[config.mk]
export PLATFORM = sky130hd
export DESIGN_NAME = cas_core
export DESIGN_NICKNAME = d
export VERILOG_FILES = /design/src/core/cas_pkg.sv /design/src/core/cas_core.sv
export SDC_FILE = /design/constraint.sdc
export NUM_CORES = 1
export LEC_CHECK = 0
export ABC_AREA = 1
export BUFFER_PORTS_ARGS = -buffer_cell sky130_fd_sc_hd__buf_4
export CAP_MARGIN = 20
export CELL_PAD_IN_SITES_DETAIL_PLACEMENT = 1
export CELL_PAD_IN_SITES_GLOBAL_PLACEMENT = 2
export CORE_UTILIZATION = 34
export CTS_BUF_LIST = sky130_fd_sc_hd__clkbuf_2
export DETAILED_ROUTE_END_ITERATION = 10
export GPL_ROUTABILITY_DRIVEN = 0
export HOLD_SLACK_MARGIN = 0.06
export PLACE_DENSITY_LB_ADDON = 0.1
export SLEW_MARGIN = 20
export SYNTH_ARGS = -nofsm -noshare
export SYNTH_HDL_FRONTEND = slang
export SYNTH_SLANG_ARGS = --single-unit
[constraint.sdc]
create_clock -name clk -period 4.8 [get_ports clk]
set_input_delay 0 -clock clk [delete_from_list [all_inputs] [get_ports clk]]
set_output_delay 0 -clock clk [all_outputs]
set_load 0.01 [all_outputs]
[src/core/cas_pkg.sv]
package cas_pkg;

   // ************************************************************
   // Status register layout
   // ************************************************************
   localparam int STAT_CARRY     = 0;
   localparam int STAT_DIGIT     = 1;
   localparam int STAT_ZERO      = 2;
   localparam int STAT_PDOWN     = 3;
   localparam int STAT_TIMEOUT   = 4;
   localparam int STAT_RP_LOW    = 5;
   localparam int STAT_RP_HIGH   = 6;
   localparam int STAT_IBANK     = 7;
   localparam logic [7:0] STATUS_RESET = 8'h18;
   localparam logic [6:0] STATUS_FILE_ADDR = 7'h03;

   // ************************************************************
   // Register bus map
   // ************************************************************
   localparam logic [7:0] ADDR_INSTR  = 8'h00;
   localparam logic [7:0] ADDR_FDATA  = 8'h04;
   localparam logic [7:0] ADDR_STATUS = 8'h08;
   localparam logic [7:0] ADDR_WREG   = 8'h0c;
   localparam logic [7:0] ADDR_RESULT = 8'h10;
   localparam logic [7:0] ADDR_CTRL   = 8'h14;
   localparam logic [1:0] RESP_OKAY   = 2'h0;
   localparam logic [1:0] RESP_SLVERR = 2'h2;

   // ************************************************************
   // Execution types
   // ************************************************************
   typedef enum logic [1:0] {
      PH_DECODE  = 2'b00,
      PH_READ    = 2'b01,
      PH_PROCESS = 2'b10,
      PH_WRITE   = 2'b11
   } cas_phase_e;

   typedef enum logic [4:0] {
      OP_NOP  = 5'h00, OP_MOVE_TO_FILE_INSTRUCTION = 5'h01, OP_CLEAR_FILE_INSTRUCTION  = 5'h02, OP_CLRW  = 5'h03,
      OP_SUBWF= 5'h04, OP_DECF  = 5'h05, OP_IORWF = 5'h06, OP_ANDWF = 5'h07,
      OP_XORWF= 5'h08, OP_ADDWF = 5'h09, OP_MOVF  = 5'h0a, OP_COMF  = 5'h0b,
      OP_INCF = 5'h0c, OP_DECFSZ= 5'h0d, OP_RRF   = 5'h0e, OP_RLF   = 5'h0f,
      OP_NIBBLE_SWAP_INSTRUCTION= 5'h10, OP_INCFSZ= 5'h11, OP_BCF   = 5'h12, OP_BSF   = 5'h13,
      OP_BTFSC= 5'h14, OP_BTFSS = 5'h15, OP_MOVLW = 5'h16, OP_RETLW = 5'h17,
      OP_IORLW= 5'h18, OP_ANDLW = 5'h19, OP_XORLW = 5'h1a, OP_SUBLW = 5'h1b,
      OP_ADDLW= 5'h1c, OP_CALL  = 5'h1d, OP_GOTO  = 5'h1e, OP_RETURN= 5'h1f
   } cas_op_e;

   typedef struct packed {
      logic [7:0] result;
      logic       carry;
      logic       digit;
      logic       zero;
      logic       wr_file;
      logic       wr_w;
   } cas_alu_s;

endpackage

[src/core/cas_core.sv]
// Decided for this implementation: the register addresses and the AXI4-Lite interface to the registers.
`timescale 1ns/1ps
`default_nettype none
module cas_core (
   input  wire logic        clk,
   input  wire logic        rstn,
   input  wire logic [7:0]  awaddr,
   input  wire logic        awvalid,
   output logic             awready,
   input  wire logic [31:0] wdata,
   input  wire logic [3:0]  wstrb,
   input  wire logic        wvalid,
   output logic             wready,
   output logic [1:0]       bresp,
   output logic             bvalid,
   input  wire logic        bready,
   input  wire logic [7:0]  araddr,
   input  wire logic        arvalid,
   output logic             arready,
   output logic [31:0]      rdata,
   output logic [1:0]       rresp,
   output logic             rvalid,
   input  wire logic        rready,
   input  wire logic        wdt_timeout,
   output logic [12:0]      prog_addr,
   output logic [8:0]       data_addr,
   output logic             data_wr,
   output logic [7:0]       data_wdata,
   output logic             stack_push,
   output logic             stack_pop,
   output logic [1:0]       phase
);

   // ************************************************************
   // Reset release and phase sequencer
   // ************************************************************
   logic       rst_m_q, rst_q;
   cas_pkg::cas_phase_e ph_q, ph_d;

   always_ff @(posedge clk or negedge rstn) begin
      if (!rstn) begin
         rst_m_q <= 1'b0;
         rst_q   <= 1'b0;
      end else begin
         rst_m_q <= 1'b1;
         rst_q   <= rst_m_q;
      end
   end

   always_comb begin
      unique case (ph_q)
         cas_pkg::PH_DECODE:  ph_d = cas_pkg::PH_READ;
         cas_pkg::PH_READ:    ph_d = cas_pkg::PH_PROCESS;
         cas_pkg::PH_PROCESS: ph_d = cas_pkg::PH_WRITE;
         cas_pkg::PH_WRITE:   ph_d = cas_pkg::PH_DECODE;
      endcase
   end

   always_ff @(posedge clk or negedge rst_q) begin
      if (!rst_q) ph_q <= cas_pkg::PH_DECODE;
      else        ph_q <= ph_d;
   end
   assign phase = ph_q;

   // ************************************************************
   // Register bus slave
   // ************************************************************
   logic [13:0] instr_q;
   logic [7:0]  fdata_q, wreg_q, result_q, status_q;
   logic        run_q, aw_q, w_q;
   logic [7:0]  awa_q;
   logic [31:0] wd_q;
   logic [3:0]  wstrb_q;

   wire do_wr = aw_q && w_q && !bvalid;
   wire wr_instr = do_wr && awa_q == cas_pkg::ADDR_INSTR;
   wire wr_fdata = do_wr && awa_q == cas_pkg::ADDR_FDATA;
   wire wr_ctrl  = do_wr && awa_q == cas_pkg::ADDR_CTRL;
   wire wr_known = wr_instr || wr_fdata || wr_ctrl;
   assign awready = !aw_q && !bvalid;
   assign wready  = !w_q && !bvalid;
   assign arready = !rvalid;

   wire ra_ok = araddr == cas_pkg::ADDR_INSTR || araddr == cas_pkg::ADDR_FDATA ||
                araddr == cas_pkg::ADDR_STATUS || araddr == cas_pkg::ADDR_WREG ||
                araddr == cas_pkg::ADDR_RESULT || araddr == cas_pkg::ADDR_CTRL;
   logic [31:0] rsel;
   always_comb begin
      rsel = 32'h0;
      if (araddr == cas_pkg::ADDR_INSTR)  rsel = {18'h0, instr_q};
      if (araddr == cas_pkg::ADDR_FDATA)  rsel = {24'h0, fdata_q};
      if (araddr == cas_pkg::ADDR_STATUS) rsel = {24'h0, status_q};
      if (araddr == cas_pkg::ADDR_WREG)   rsel = {24'h0, wreg_q};
      if (araddr == cas_pkg::ADDR_RESULT) rsel = {24'h0, result_q};
      if (araddr == cas_pkg::ADDR_CTRL)   rsel = {31'h0, run_q};
   end

   always_ff @(posedge clk or negedge rst_q) begin
      if (!rst_q) begin
         aw_q <= 1'b0; w_q <= 1'b0; awa_q <= 8'h0; wd_q <= 32'h0;
         bvalid <= 1'b0; bresp <= 2'h0; rvalid <= 1'b0; rresp <= 2'h0; rdata <= 32'h0;
      end else begin
         if (awvalid && awready) begin aw_q <= 1'b1; awa_q <= awaddr; end
         if (wvalid && wready) begin w_q <= 1'b1; wd_q <= wdata; end
         if (do_wr) begin
            aw_q <= 1'b0; w_q <= 1'b0; bvalid <= 1'b1;
            bresp <= wr_known ? cas_pkg::RESP_OKAY : cas_pkg::RESP_SLVERR;
         end else if (bvalid && bready) bvalid <= 1'b0;
         if (arvalid && arready) begin
            rvalid <= 1'b1; rdata <= rsel;
            rresp <= ra_ok ? cas_pkg::RESP_OKAY : cas_pkg::RESP_SLVERR;
         end else if (rvalid && rready) rvalid <= 1'b0;
      end
   end

   // Strobes gate byte lanes so partial writes do not corrupt upper bits.
   always_ff @(posedge clk or negedge rst_q) begin
      if (!rst_q) begin
         instr_q <= 14'h0; fdata_q <= 8'h0; run_q <= 1'b0;
      end else begin
         if (wr_instr && wstrb_q[0]) instr_q[7:0] <= wd_q[7:0];
         if (wr_instr && wstrb_q[1]) instr_q[13:8] <= wd_q[13:8];
         if (wr_fdata && wstrb_q[0]) fdata_q <= wd_q[7:0];
         if (wr_ctrl && wstrb_q[0]) run_q <= wd_q[0];
      end
   end
   always_ff @(posedge clk or negedge rst_q) begin
      if (!rst_q) wstrb_q <= 4'h0;
      else if (wvalid && wready) wstrb_q <= wstrb;
   end

   // ************************************************************
   // Decode by format
   // ************************************************************
   cas_pkg::cas_op_e op_q;
   cas_pkg::cas_op_e op_dec;
   logic sleep_op, watchdog_clear_instruction_op, retfie_op;
   wire [1:0] fmt  = instr_q[13:12];
   wire [3:0] sub4 = instr_q[11:8];
   wire       dbit = instr_q[7];
   wire [2:0] bsel = instr_q[9:7];
   wire [7:0] lit  = instr_q[7:0];
   always_comb begin
      op_dec = cas_pkg::OP_NOP; sleep_op = 1'b0; watchdog_clear_instruction_op = 1'b0; retfie_op = 1'b0;
      unique case (fmt)
         2'b00: begin
            unique case (sub4)
               4'h0: begin
                  if (dbit) op_dec = cas_pkg::OP_MOVE_TO_FILE_INSTRUCTION;
                  else if (lit == 8'h08) op_dec = cas_pkg::OP_RETURN;
                  else if (lit == 8'h09) retfie_op = 1'b1;
                  else if (lit == 8'h63) sleep_op = 1'b1;
                  else if (lit == 8'h64) watchdog_clear_instruction_op = 1'b1;
               end
               4'h1: op_dec = dbit ? cas_pkg::OP_CLEAR_FILE_INSTRUCTION : cas_pkg::OP_CLRW;
               default: op_dec = cas_pkg::cas_op_e'({1'b0, sub4} + 5'h2);
            endcase
            if (sub4 == 4'he) op_dec = cas_pkg::OP_NIBBLE_SWAP_INSTRUCTION;
            if (sub4 == 4'hf) op_dec = cas_pkg::OP_INCFSZ;
         end
         2'b01: op_dec = cas_pkg::cas_op_e'(5'h12 + {3'b000, instr_q[11:10]});
         2'b10: op_dec = instr_q[11] ? cas_pkg::OP_GOTO : cas_pkg::OP_CALL;
         2'b11: begin
            unique casez (sub4)
               4'b00??: op_dec = cas_pkg::OP_MOVLW;
               4'b01??: op_dec = cas_pkg::OP_RETLW;
               4'b1000: op_dec = cas_pkg::OP_IORLW;
               4'b1001: op_dec = cas_pkg::OP_ANDLW;
               4'b1010: op_dec = cas_pkg::OP_XORLW;
               4'b110?: op_dec = cas_pkg::OP_SUBLW;
               4'b111?: op_dec = cas_pkg::OP_ADDLW;
               default: op_dec = cas_pkg::OP_NOP;
            endcase
         end
      endcase
   end

   // ************************************************************
   // ALU
   // ************************************************************
   logic [7:0] opnd_q;
   cas_pkg::cas_alu_s alu;
   wire lit_op = fmt == 2'b11;
   wire [7:0] src = lit_op ? lit : opnd_q;
   wire c_in = status_q[cas_pkg::STAT_CARRY];
   wire [8:0] sum   = {1'b0, src} + {1'b0, wreg_q};
   wire [8:0] diff  = {1'b0, src} + {1'b0, ~wreg_q} + 9'h1;
   wire [4:0] sum_l = {1'b0, src[3:0]} + {1'b0, wreg_q[3:0]};
   wire [4:0] dif_l = {1'b0, src[3:0]} + {1'b0, ~wreg_q[3:0]} + 5'h1;
   wire [7:0] bmask = 8'h01 << bsel;
   logic upd_cdc, upd_c, upd_z;
   always_comb begin
      alu = '0; upd_cdc = 1'b0; upd_c = 1'b0; upd_z = 1'b1;
      alu.wr_file = dbit; alu.wr_w = !dbit;
      unique case (op_q)
         cas_pkg::OP_ADDWF, cas_pkg::OP_ADDLW: begin
            alu.result = sum[7:0]; alu.carry = sum[8]; alu.digit = sum_l[4]; upd_cdc = 1'b1;
         end
         cas_pkg::OP_SUBWF, cas_pkg::OP_SUBLW: begin
            alu.result = diff[7:0]; alu.carry = diff[8]; alu.digit = dif_l[4]; upd_cdc = 1'b1;
         end
         cas_pkg::OP_ANDWF, cas_pkg::OP_ANDLW: alu.result = src & wreg_q;
         cas_pkg::OP_IORWF, cas_pkg::OP_IORLW: alu.result = src | wreg_q;
         cas_pkg::OP_XORWF, cas_pkg::OP_XORLW: alu.result = src ^ wreg_q;
         cas_pkg::OP_COMF:  alu.result = ~src;
         cas_pkg::OP_INCF:  alu.result = src + 8'h1;
         cas_pkg::OP_DECF:  alu.result = src - 8'h1;
         cas_pkg::OP_MOVF:  alu.result = src;
         cas_pkg::OP_CLRW:  begin alu.result = 8'h0; alu.wr_w = 1'b1; alu.wr_file = 1'b0; end
         cas_pkg::OP_CLEAR_FILE_INSTRUCTION:  begin alu.result = 8'h0; alu.wr_w = 1'b0; alu.wr_file = 1'b1; end
         cas_pkg::OP_RLF:   begin alu.result = {src[6:0], c_in}; alu.carry = src[7]; upd_c = 1'b1; upd_z = 1'b0; end
         cas_pkg::OP_RRF:   begin alu.result = {c_in, src[7:1]}; alu.carry = src[0]; upd_c = 1'b1; upd_z = 1'b0; end
         default: upd_z = 1'b0;
      endcase
      if (op_q == cas_pkg::OP_NIBBLE_SWAP_INSTRUCTION) alu.result = {src[3:0], src[7:4]};
      if (op_q == cas_pkg::OP_MOVE_TO_FILE_INSTRUCTION) begin alu.result = wreg_q; alu.wr_file = 1'b1; alu.wr_w = 1'b0; end
      if (op_q == cas_pkg::OP_BCF || op_q == cas_pkg::OP_BSF) begin
         alu.result = op_q == cas_pkg::OP_BSF ? (src | bmask) : (src & ~bmask);
         alu.wr_file = 1'b1; alu.wr_w = 1'b0;
      end
      if (lit_op) begin
         alu.wr_file = 1'b0;
         alu.wr_w = op_q != cas_pkg::OP_NOP;
         if (op_q == cas_pkg::OP_MOVLW || op_q == cas_pkg::OP_RETLW) alu.result = lit;
      end
      if (op_q == cas_pkg::OP_NOP || op_q == cas_pkg::OP_GOTO || op_q == cas_pkg::OP_CALL ||
          op_q == cas_pkg::OP_RETURN || op_q == cas_pkg::OP_BTFSC || op_q == cas_pkg::OP_BTFSS) begin
         alu.wr_file = 1'b0; alu.wr_w = 1'b0;
      end
      alu.zero = alu.result == 8'h00;
   end

   // ************************************************************
   // Status, W and data paths across the phases
   // ************************************************************
   logic sleep_q, watchdog_clear_instruction_q, go_q;
   wire to_status = alu.wr_file && instr_q[6:0] == cas_pkg::STATUS_FILE_ADDR;
   wire exec = go_q && ph_q == cas_pkg::PH_WRITE;
   logic [7:0] stat_d;
   always_comb begin
      stat_d = status_q;
      if (exec && to_status) stat_d = {alu.result[7:5], status_q[4:3],
                                       (upd_z || upd_cdc || upd_c) ? status_q[2:0] : alu.result[2:0]};
      if (exec && upd_z) stat_d[cas_pkg::STAT_ZERO] = alu.zero;
      if (exec && upd_cdc) begin
         stat_d[cas_pkg::STAT_CARRY] = alu.carry;
         stat_d[cas_pkg::STAT_DIGIT] = alu.digit;
      end
      if (exec && upd_c) stat_d[cas_pkg::STAT_CARRY] = alu.carry;
      if (exec && watchdog_clear_instruction_q) stat_d[4:3] = 2'b11;
      if (exec && sleep_q) stat_d[4:3] = 2'b10;
      if (wdt_timeout) stat_d[cas_pkg::STAT_TIMEOUT] = 1'b0;
   end

   always_ff @(posedge clk or negedge rst_q) begin
      if (!rst_q) begin
         op_q <= cas_pkg::OP_NOP; opnd_q <= 8'h0; go_q <= 1'b0; sleep_q <= 1'b0; watchdog_clear_instruction_q <= 1'b0;
         wreg_q <= 8'h0; result_q <= 8'h0; status_q <= cas_pkg::STATUS_RESET;
         prog_addr <= 13'h0; data_wr <= 1'b0; data_wdata <= 8'h0;
      end else begin
         status_q <= stat_d;
         data_wr <= 1'b0;
         if (ph_q == cas_pkg::PH_DECODE) begin
            go_q <= run_q;
            op_q <= run_q ? op_dec : cas_pkg::OP_NOP;
            sleep_q <= run_q && sleep_op; watchdog_clear_instruction_q <= run_q && watchdog_clear_instruction_op;
         end
         if (ph_q == cas_pkg::PH_READ) opnd_q <= fdata_q;
         if (exec) begin
            result_q <= alu.result;
            if (alu.wr_w) wreg_q <= alu.result;
            data_wr <= alu.wr_file && !to_status;
            data_wdata <= alu.result;
            prog_addr <= op_q == cas_pkg::OP_GOTO || op_q == cas_pkg::OP_CALL ?
                         {2'b00, instr_q[10:0]} : prog_addr + 13'h1;
         end
      end
   end

   // The indirect bit is not used here; direct bits RP1:RP0 pick a 128-byte bank.
   assign data_addr  = {status_q[cas_pkg::STAT_RP_HIGH:cas_pkg::STAT_RP_LOW], instr_q[6:0]};
   assign stack_push = exec && op_q == cas_pkg::OP_CALL;
   logic retfie_q;
   assign stack_pop  = exec && (op_q == cas_pkg::OP_RETURN || op_q == cas_pkg::OP_RETLW || retfie_q);
   always_ff @(posedge clk or negedge rst_q) begin
      if (!rst_q) retfie_q <= 1'b0;
      else if (ph_q == cas_pkg::PH_DECODE) retfie_q <= run_q && retfie_op;
   end
   wire ibank = status_q[cas_pkg::STAT_IBANK];

   // ************************************************************
   // Checks
   // ************************************************************
   AST_PHASE_ORDER: assert property (@(posedge clk) disable iff (!rst_q)
      ph_q == cas_pkg::PH_DECODE |=> ph_q == cas_pkg::PH_READ ##1 ph_q == cas_pkg::PH_PROCESS
      ##1 ph_q == cas_pkg::PH_WRITE ##1 ph_q == cas_pkg::PH_DECODE) else $error("phase order broken");
   AST_WR_PHASE: assert property (@(posedge clk) disable iff (!rst_q)
      data_wr |-> $past(ph_q) == cas_pkg::PH_WRITE) else $error("data write outside write phase");
   AST_RO_FLAGS: assert property (@(posedge clk) disable iff (!rst_q)
      (exec && to_status && !watchdog_clear_instruction_q && !sleep_q && !wdt_timeout) |=> $stable(status_q[4:3]))
      else $error("read-only flags changed");
   AST_ZERO: assert property (@(posedge clk) disable iff (!rst_q)
      (exec && upd_z) |=> status_q[cas_pkg::STAT_ZERO] == (result_q == 8'h00)) else $error("zero flag wrong");
   AST_CLEAR_FILE_INSTRUCTION_STATUS: assert property (@(posedge clk) disable iff (!rst_q)
      (exec && op_q == cas_pkg::OP_CLEAR_FILE_INSTRUCTION && to_status) |=> status_q[7:5] == 3'b000
      && status_q[cas_pkg::STAT_ZERO]) else $error("clear of status wrong");
   AST_SUB_BORROW: assert property (@(posedge clk) disable iff (!rst_q)
      (exec && (op_q == cas_pkg::OP_SUBWF || op_q == cas_pkg::OP_SUBLW))
      |=> status_q[cas_pkg::STAT_CARRY] == ($past(src) >= $past(wreg_q))) else $error("borrow wrong");
   AST_SLEEP: assert property (@(posedge clk) disable iff (!rst_q)
      (exec && sleep_q && !wdt_timeout) |=> status_q[4:3] == 2'b10) else $error("sleep flags wrong");
   AST_TIMEOUT: assert property (@(posedge clk) disable iff (!rst_q)
      wdt_timeout |=> !status_q[cas_pkg::STAT_TIMEOUT]) else $error("timeout flag not cleared");
   AST_STATUS_NOMEM: assert property (@(posedge clk) disable iff (!rst_q)
      (exec && to_status) |=> !data_wr) else $error("status write went to memory");

endmodule
`default_nettype wire

==> results by stage, run 1 <==
Cells and area:
- The share of post-route cells with drive strength above 1 is 13.9%.
- The growth of design area from synthesis to finish is 21.5%.
- For this run, the post-layout net count is 1,451.
- The share of the core filled with cells in the final layout is 42.1%.
- With fillers left out, the area of the finished cells amounts to 0.0106 mm2.

Clocking:
- Buffers added to address setup during post-CTS repair amount to 0.
- Clock-pin slew was measured on the worst setup and hold paths at 0.21 ns.
- The clock sink total is 126.
- In this run the number of H-tree levels came out at 4.
- TritonCTS built the clock tree.
- In this run, CTS created clock tree buffers numbering 17.
- The maximum buffer depth of the clock tree is 2.
- The post-cts repair resize count is 0.
- For the worst-skew pair, the clock arrives at the later sink with an insertion delay of 0.72 ns.
- The root buffer selected by CTS is clkbuf_2.

Worst setup path:
- STA classifies the critical path endpoint as a flip-flop.
- The critical path goes through nand2_4, nand2_1, o21ai_4, ha_1, inv_1, fa_1, nand3b_1, nand2_1, nand2_1, nand2_1, a21oi_1, or2_2, inv_1, nor2_1, nor2_1, nand4_1, nand2_1, nand2_1, nand2_1, nand3_1, a21oi_2.
- The nature of the critical path startpoint is a flip-flop.
- The register-to-register path setup slack is 1.18 ns.
- The total buffers and inverters traversed by the critical path is 2.
- Measured in cells, the most critical reg-to-reg path has a length of 21.
- Along the worst path, the maximum fanout reaches 25.
- The delay of the slowest cell on the worst path is 0.57 ns.
- The startpoint identified for the worst register-to-register timing path is instr_q[12].
- The most common cell type on the critical path is nand2_1.
- The worst register-to-register path ends at status_q[2].
- STA puts the critical path data arrival time at 4.30 ns.
- The slowest stage of the critical path belongs to the cell dfrtp_1.
- The data required time at the worst endpoint is 5.48 ns.
- By startpoint and endpoint, the worst setup path is classified as reg -> reg.
- In this design, the largest share of critical-path delay is due to simple AND/OR/NAND/NOR gates.

Route:
- The routed metal-1 wirelength is 14,400 um.
- Summed over all nets, wire length on met3 after detailed routing comes to 906 um.
- The detailed-route DRC error count is 0.
- The initial detailed-routing violation count is 433.
- In this run the remaining antenna-violating nets after routing total 0.
- The routed layout has 8,617 vias.
- The highest routed metal layer is met4.
- The mean number of vias per cell is 5.08.
- The routed length on met2 is 16,600 um.
- After detailed routing, the total wire length is 32,600 um.
- The number of optimization iterations in the first detailed-route pass is 6.
- In the final routed layout, each cell accounts on average for 19.2 um.

Worst hold path:
- In this run the most critical hold path is launched from araddr[4].
- The worst hold path stage count is 7.
- The end point of the worst hold path is rdata[2].
- The min-delay analysis places its worst path in the category in -> reg.

Floorplan:
- From left edge to right edge, the die measures 162 um.
- The effective utilization at floorplan is 34.7%.
- During I/O placement, the number of pins put on the boundary was 136.
- The placeable core area is 0.0252 mm2.
- The area of the die is 0.0263 mm2.
- Measured along the y axis, the die boundary spans 162 um.
- The floorplan has 58 rows.

Synth:
- The top flip-flop cell by instance count after synthesis is dfrtp_1.
- The largest total area in the synthesized netlist belongs to dfrtp_1.
- Sequential cells were found to cover 36.1% of the synthesized design area.
- The post-synth design cell area is 0.00873 mm2.
- The count of unique library cells instantiated by Yosys is 62.
- The gate count after technology mapping is 1,197.
- The mean instance size in the synthesized netlist is 7.29 um2.
- Counting flops and latches in the post-synthesis netlist gives 126.
- After synthesis, the most frequently instantiated cells are nand2_1, inv_1, dfrtp_1.
- The number of enable flip-flop cells after synthesis is 0.
- The synthesis warning total is 0.
- nand2_1 is the most common cell in the netlist.
- After synthesis, the share of flip-flops with an asynchronous set or reset is 100%.
- Of the post-synthesis cell area, the dominant cell type holds 35.5%.
- Sorting the synthesized cells by area gives the leading types as dfrtp_1, nand2_1, inv_1.

Timing:
- The final critical delay including setup and external delays is 3.62 ns.
- The final count of pins violating max slew is 0.
- Setup repair after global routing left no endpoint under its margin.
- Final hold analysis gives a worst-case slack of 0.104 ns.
- Dividing the final minimum period by the clock period gives 75.4%.
- The worst relative slew slack is 31.8%.
- Setup violations remaining at the end of the flow were counted as 0.
- The total count of hold-check failures in the final report is 0.
- The maximum achievable frequency is 276 MHz.
- The worst clock skew is 0.0287 ns.
- The accumulated negative setup slack is 0 ns.
- At the pin with the least slew margin, the transition time is 1.02 ns.

Run status:
- The flow ran to the end, and the final reports show no timing, DRC or antenna violations.

Place:
- The count of buffers from port buffering is 95.
- In this run the cell area measured after placement is 0.00957 mm2.
- The HPWL after detailed placement is 24,400 um.

Global route:
- In the global route stage, overall resource usage came out at 25.8%.
- Entering global routing, the biggest net connects 53 pins.
- The first global-routing pass estimated 51,800 um of wire.
- The sum of overflow across all layers after global routing is 0.
- The initial antenna violation count is 1.
- The via count of the first global-routing pass is 8,964.

Power:
- In this run the power density over the cells is 292 mW/mm2.
- The analysis attributes to cell leakage a power of 5.20 nW.
- The worst supply voltage drop on vdd is 0.253 mV.
- Summing internal, switching and leakage power gives 0.00310 W.

Job:
- Max-cap violations in this run came to 0.
-- area by class of cell --
| type | count | area [um2] |
|---|---|---|
| sequential | 126 | 3160 |
| fill | 3185 | 14600 |
| antenna | 2 | 5.00 |
| tap | 330 | 413 |
| clock inverter | 13 | 174 |
| inverter | 165 | 624 |
| clock buffer | 17 | 85.1 |
| multi-input combinational | 864 | 4620 |
| timing repair buffer | 178 | 1530 |
-- metrics by stage --
stage                     setup slack (ns)  std cells
after global routing                 0.826       1695
after floorplan                       1.03       1216
after detailed placement              1.20       1586
final                                 1.18       1695
after CTS                             1.14       1693
after global placement                1.22       1586
-- how the worst max path moves through the flow --
| stage | depth (start not counted) | slack [ns] | startpoint | to |
|---|---|---|---|---|
| 6_report | 21 | 1.18 | instr_q[12] | status_q[2] |
| 5_1_grt | 21 | 0.83 | instr_q[12] | status_q[2] |
| 4_1_cts | 21 | 1.14 | instr_q[12] | status_q[2] |
| 3_5_place_dp | 21 | 1.20 | instr_q[12] | status_q[2] |
| 3_3_place_gp | 21 | 1.22 | instr_q[12] | status_q[2] |
| 2_1_floorplan | 0 | 1.03 | rst_q | aw_q |
-- what timing repair did --
action	4_1_cts	5_1_grt
setup endpoints to repair	0	0
hold endpoints to repair	39	0
hold buffers	77	0
-- metal layers --
metal	global-route usage (%)	vias up
met5	0	-
met4	7.76	0
met3	3.22	44
met2	45.9	153
met1	32.4	4219
li1	-	4201
-- cell families (layout without fill, tap and decap cells) --
| kind of cell | Yosys count | after routing | synth area share (%) |
|---|---|---|---|
| other cells | 2 | 23 | 0.0860 |
| mux | 9 | 9 | 1.16 |
| flops | 126 | 126 | 36.1 |
| buf+inv | 226 | 373 | 11.8 |
| fa+ha+maj | 39 | 39 | 5.85 |
| simple gates | 550 | 550 | 28.1 |
| xor+xnor | 6 | 6 | 0.602 |
| compound gates | 239 | 239 | 16.3 |
-- worst register-to-register path: cells and delay by family (launching register included) --
family          cells  cell delay [ns]
compound gates      3             0.29
fa+ha+maj           2             0.66
buf+inv             2             0.15
flops               1             0.57
simple gates       14             1.90
-- power by group --
group,internal [W],total (W),leakage (nW),switching [W]
registers,0.00123,0.00137,1.66,0.000142
logic,0.000395,0.000971,3.40,0.000576
clock network,0.000331,0.000756,0.148,0.000425
total,0.00196,0.00310,5.20,0.00114
-- flip-flops by register name (all words and copies together), names as in the netlist, 2 cells and up --
signal	count
op_q	5
opnd_q	8
rdata	14
prog_addr	13
status_q	8
result_q	8
awa_q	8
wreg_q	8
wstrb_q	2
wd_q	14
fdata_q	8
instr_q	14
phase	2
-- placed cells by master, fill, tap and decap left out, types with 5 or more instances in the layout --
cell	instances
conb_1	21
o211ai_1	5
o21ai_0	111
o21ai_1	6
nand3_1	80
buf_4	101
nor2_1	118
nand3b_1	5
inv_2	7
inv_1	156
o221ai_1	9
nor3_1	14
clkbuf_2	17
o22ai_1	11
a21oi_1	57
nand2_2	9
ha_1	36
nand4_1	22
dlygate4sd3_1	77
a32o_1	6
nor4_1	9
nand2_1	271
o21ai_2	5
mux2_2	9
dfrtp_1	123
Note: power is estimated with default switching activity, not from simulation.
==> inputs of run 2 (changes only) <==
CORE_UTILIZATION = 30   (was 34)
clock period = 2.95 ns   (was 4.8 ns; I/O delays follow)
==> run 2 against run 1 <==
  * Die area up 13%
  * Global-route usage decreased by 1.9 points
  * Critical path depth decreased by 2
  * Highest routed layer unchanged
==> results by stage, run 2 (same netlist as run 1, synthesis figures left out) <==
Run status:
- Run status: finished clean (unchanged).

Worst setup path:
- Sequence of cells on the critical path: nand2_4, buf_4, nand2_1, o21ai_4, buf_4, fa_1, inv_1, nand3_1, nand3_1, nand3_1, nor2_2, nand4_1, nand2_1, nand2_1, nor2_1, nand3_2, nor2_2, nand3_2, a21oi_2 (was nand2_4, nand2_1, o21ai_4, ha_1, inv_1, fa_1, nand3b_1, nand2_1, nand2_1, nand2_1, a21oi_1, or2_2, inv_1, nor2_1, nor2_1, nand4_1, nand2_1, nand2_1, nand2_1, nand3_1, a21oi_2).
- The nature of the critical path startpoint is a flip-flop (unchanged).
- The data arrival at the endpoint of the critical path is 3.60 ns (was 4.30 ns).
- The delay of the slowest cell on the worst path is 0.43 ns (was 0.57 ns).
- The maximum fanout along the worst path is 6 (was 25).
- The cell type of the slowest stage on the worst timing path is dfrtp_1 (unchanged).
- The path type of the worst setup path is reg -> reg (unchanged).
- The category of the worst setup path capture point was a flip-flop (unchanged).
- The data required time at the worst endpoint is 3.61 ns (was 5.48 ns).

Global route:
- The layer with the highest usage is met2 (unchanged).
- The via count of the first global-routing pass was 9,477 (was 8,964).
- The met2 usage is 42.1% (was 45.9%).
- The largest net degree at the start of global routing came to 66 (was 53).
- The wire length of the first global-routing pass is 54,900 um (was 51,800 um).
- The global-route met3 utilization came to 2.33% (was 3.22%).
- The sum of overflow across all layers after global routing came to 0 (unchanged).
- The initial antenna violation count came to 1 (unchanged).
- The global router's overall resource usage is 23.9% (was 25.8%).
- The met1 capacity usage during global routing is 30.7% (was 32.4%).

Floorplan:
- The effective utilization at floorplan is 30.4% (was 34.7%).
- The top-level port count is 136 (unchanged).
- The placeable core area is 0.0287 mm2 (was 0.0252 mm2).
- The overall die height is 173 um (was 162 um).
- The placement row count is 62 (was 58).
- The area of the die is 0.0298 mm2 (was 0.0263 mm2).
- The horizontal die dimension is 173 um (was 162 um).

Timing:
- The worst clock skew came to 0.0569 ns (was 0.0287 ns).
- The number of failing setup endpoints in the final timing report was 0 (unchanged).
- The final critical-path share of the clock period is 99.4% (was 75.4%).
- The worst relative slew slack is 34.0% (was 31.8%).
- The total count of hold-check failures in the final report came to 0 (unchanged).
- The final count of pins violating max slew is 0 (unchanged).
- The maximum achievable frequency is 341 MHz (was 276 MHz).
- The post-layout worst setup margin is 0.0175 ns (was 1.18 ns).
- The accumulated negative setup slack is 0 ns (unchanged).
- The final critical delay including setup and external delays is 2.93 ns (was 3.62 ns).
- Unrepaired setup endpoints after global routing: yes (was no).
- The slew at the pin closest to its max-slew limit came to 0.988 ns (was 1.02 ns).

Clocking:
- The H-tree depth is 4 (unchanged).
- The root buffer selected by CTS is clkbuf_2 (unchanged).
- The total CTS buffers is 17 (unchanged).
- The maximum buffer depth of the clock tree is 2 (unchanged).
- The TritonCTS clock tree is done (unchanged).
- The clock input transition at the sequential cells of the worst setup and hold paths is 0.26 ns (was 0.21 ns).
- The clock insertion delay at the later pin of the skew report is 0.74 ns (was 0.72 ns).
- The clock sink total is 126 (unchanged).

Cells and area:
- The most frequent standard cell in the layout excluding fill and tap cells is nand2_1 (unchanged).
- The share of the core filled with cells in the final layout is 40.4% (was 42.1%).
- The growth of design area from synthesis to finish is 32.9% (was 21.5%).
- Leading registers by flop count: instr_q: 14 flops, rdata: 14 flops, wd_q: 14 flops (unchanged).
- The number of filler cells placed in the layout came to 3,660 (was 3,185).
- Most frequent cells in the layout: nand2_1, buf_4, inv_1, dfrtp_1, nor2_1 (was nand2_1, inv_1, dfrtp_1, nor2_1, o21ai_0).
- The total non-filler cell area in the finished layout is 0.0116 mm2 (was 0.0106 mm2).
- The total number of nets in the final design was 1,548 (was 1,451).
- The share of post-route cells with drive strength above 1 came to 21.7% (was 13.9%).

Route:
- The final routed wire length divided by cell count was 18.9 um (was 19.2 um).
- The mean number of vias per cell is 4.87 (was 5.08).
- The number of nets with antenna violations after detailed routing is 0 (unchanged).
- The initial detailed-routing violation count is 466 (was 433).
- The detailed-route DRC error count is 0 (unchanged).
- The number of optimization iterations in the first detailed-route pass is 5 (was 6).
- The total via count in the routed design is 8,990 (was 8,617).
- The total wire length was 35,000 um (was 32,600 um).

Power:
- The worst supply voltage drop on vdd was 0.342 mV (was 0.253 mV).
- The switching power as a share of total power is 39.4% (was 36.9%).
- The part of the power in combinational logic was 34.0% (was 31.3%).
- The power density relative to cell area is 457 mW/mm2 (was 292 mW/mm2).
- The internal portion of total power is 0.00321 W (was 0.00196 W).
- The net switching power figure is 0.00209 W (was 0.00114 W).
- The post-route total power came to 0.00531 W (was 0.00310 W).
- The part of the power in registers is 41.7% (was 44.3%).
- The static leakage is 5.72 nW (was 5.20 nW).
- The proportion of power drawn by the clock network came to 24.4% (about the same).

Worst hold path:
- The type of the most critical hold path is in -> reg (unchanged).

Place:
- The post-place setup slack came to -0.0318 ns (was 1.20 ns).
- The HPWL after detailed placement is 27,600 um (was 24,400 um).
- The placed standard-cell area was 0.0103 mm2 (was 0.00957 mm2).
- The count of buffers from port buffering is 95 (unchanged).

Job:
- The number of maximum-capacitance constraint violations is 0 (unchanged).
[run 2: cell count changes in the layout (fill, tap and decap cells not counted), moves of 7 or more]
cell           before  now
buf_4             101  187
dlygate4sd3_1      77   84
inv_1             156  149
nor2_1            118  111
nor2_2              4   11
[run 2: cell type report]
cell class	count	area [um2]	share of cell area (%)
multi-input combinational	864	4740	40.9
sequential	126	3160	27.2
timing repair buffer	275	2310	19.9
inverter	165	631	5.44
tap	384	480	4.14
clock inverter	15	193	1.66
clock buffer	17	85.1	0.733
antenna	1	2.50	0.0216
[run 2: critical path, delay by kind of cell, from the launching register on]
family / cells / cell delay [ns]
DFF: 1 / 0.43
buffers and inverters: 3 / 0.40
AOI/OAI and AO/OA: 2 / 0.20
adders and majority gates: 1 / 0.43
and+or+nand+nor: 13 / 1.44
[run 2: power groups by stage]
stage,clock (W),sequential (W),combinational [W]
global placement,0,0.00223,0.00158
finish,0.00129,0.00221,0.00180
CTS,0.00134,0.00221,0.00178
global route,0.00140,0.00225,0.00201
floorplan,0,0.00221,0.000941
detailed placement,0,0.00224,0.00160
[run 2: per-stage QoR]
step                      hold slack (ns)  std cells
after global routing                0.203       1847
after floorplan                    -0.296       1216
after detailed placement           -0.214       1719
final                               0.172       1847
after global placement             -0.217       1719
after CTS                          0.0798       1837
[run 2: path summary, 6_finish.rpt]
kind | from | endpoint | slack, ns | cells past startpoint
max | instr_q[12] | status_q[2] | 0.02 | 19
min | araddr[1] | rdata[0] | 0.17 | 10
max reg2reg | instr_q[12] | status_q[2] | 0.02 | 19
min reg2reg | rst_q | rresp[1] | 0.29 | 0
max in group asynchronous | rst_q | wreg_q[4] | 1.86 | 1
min in group asynchronous | rst_q | rresp[1] | 0.29 | 0
[run 2: per-layer routing]
layer  vias to the layer above  wire, um
li1                       4392         -
met1                      4402     15900
met2                       152     17300
met3                        44       850
met4                         0       861
met5                         -         0
[run 2: repair_timing]
item                                    4_1_cts  5_1_grt
pin swaps                                     1       19
resized for setup                             4       38
endpoints found under the setup margin        2       23
setup buffers                                 1        9
endpoints found under the hold margin        45        0
hold buffers                                 85        0
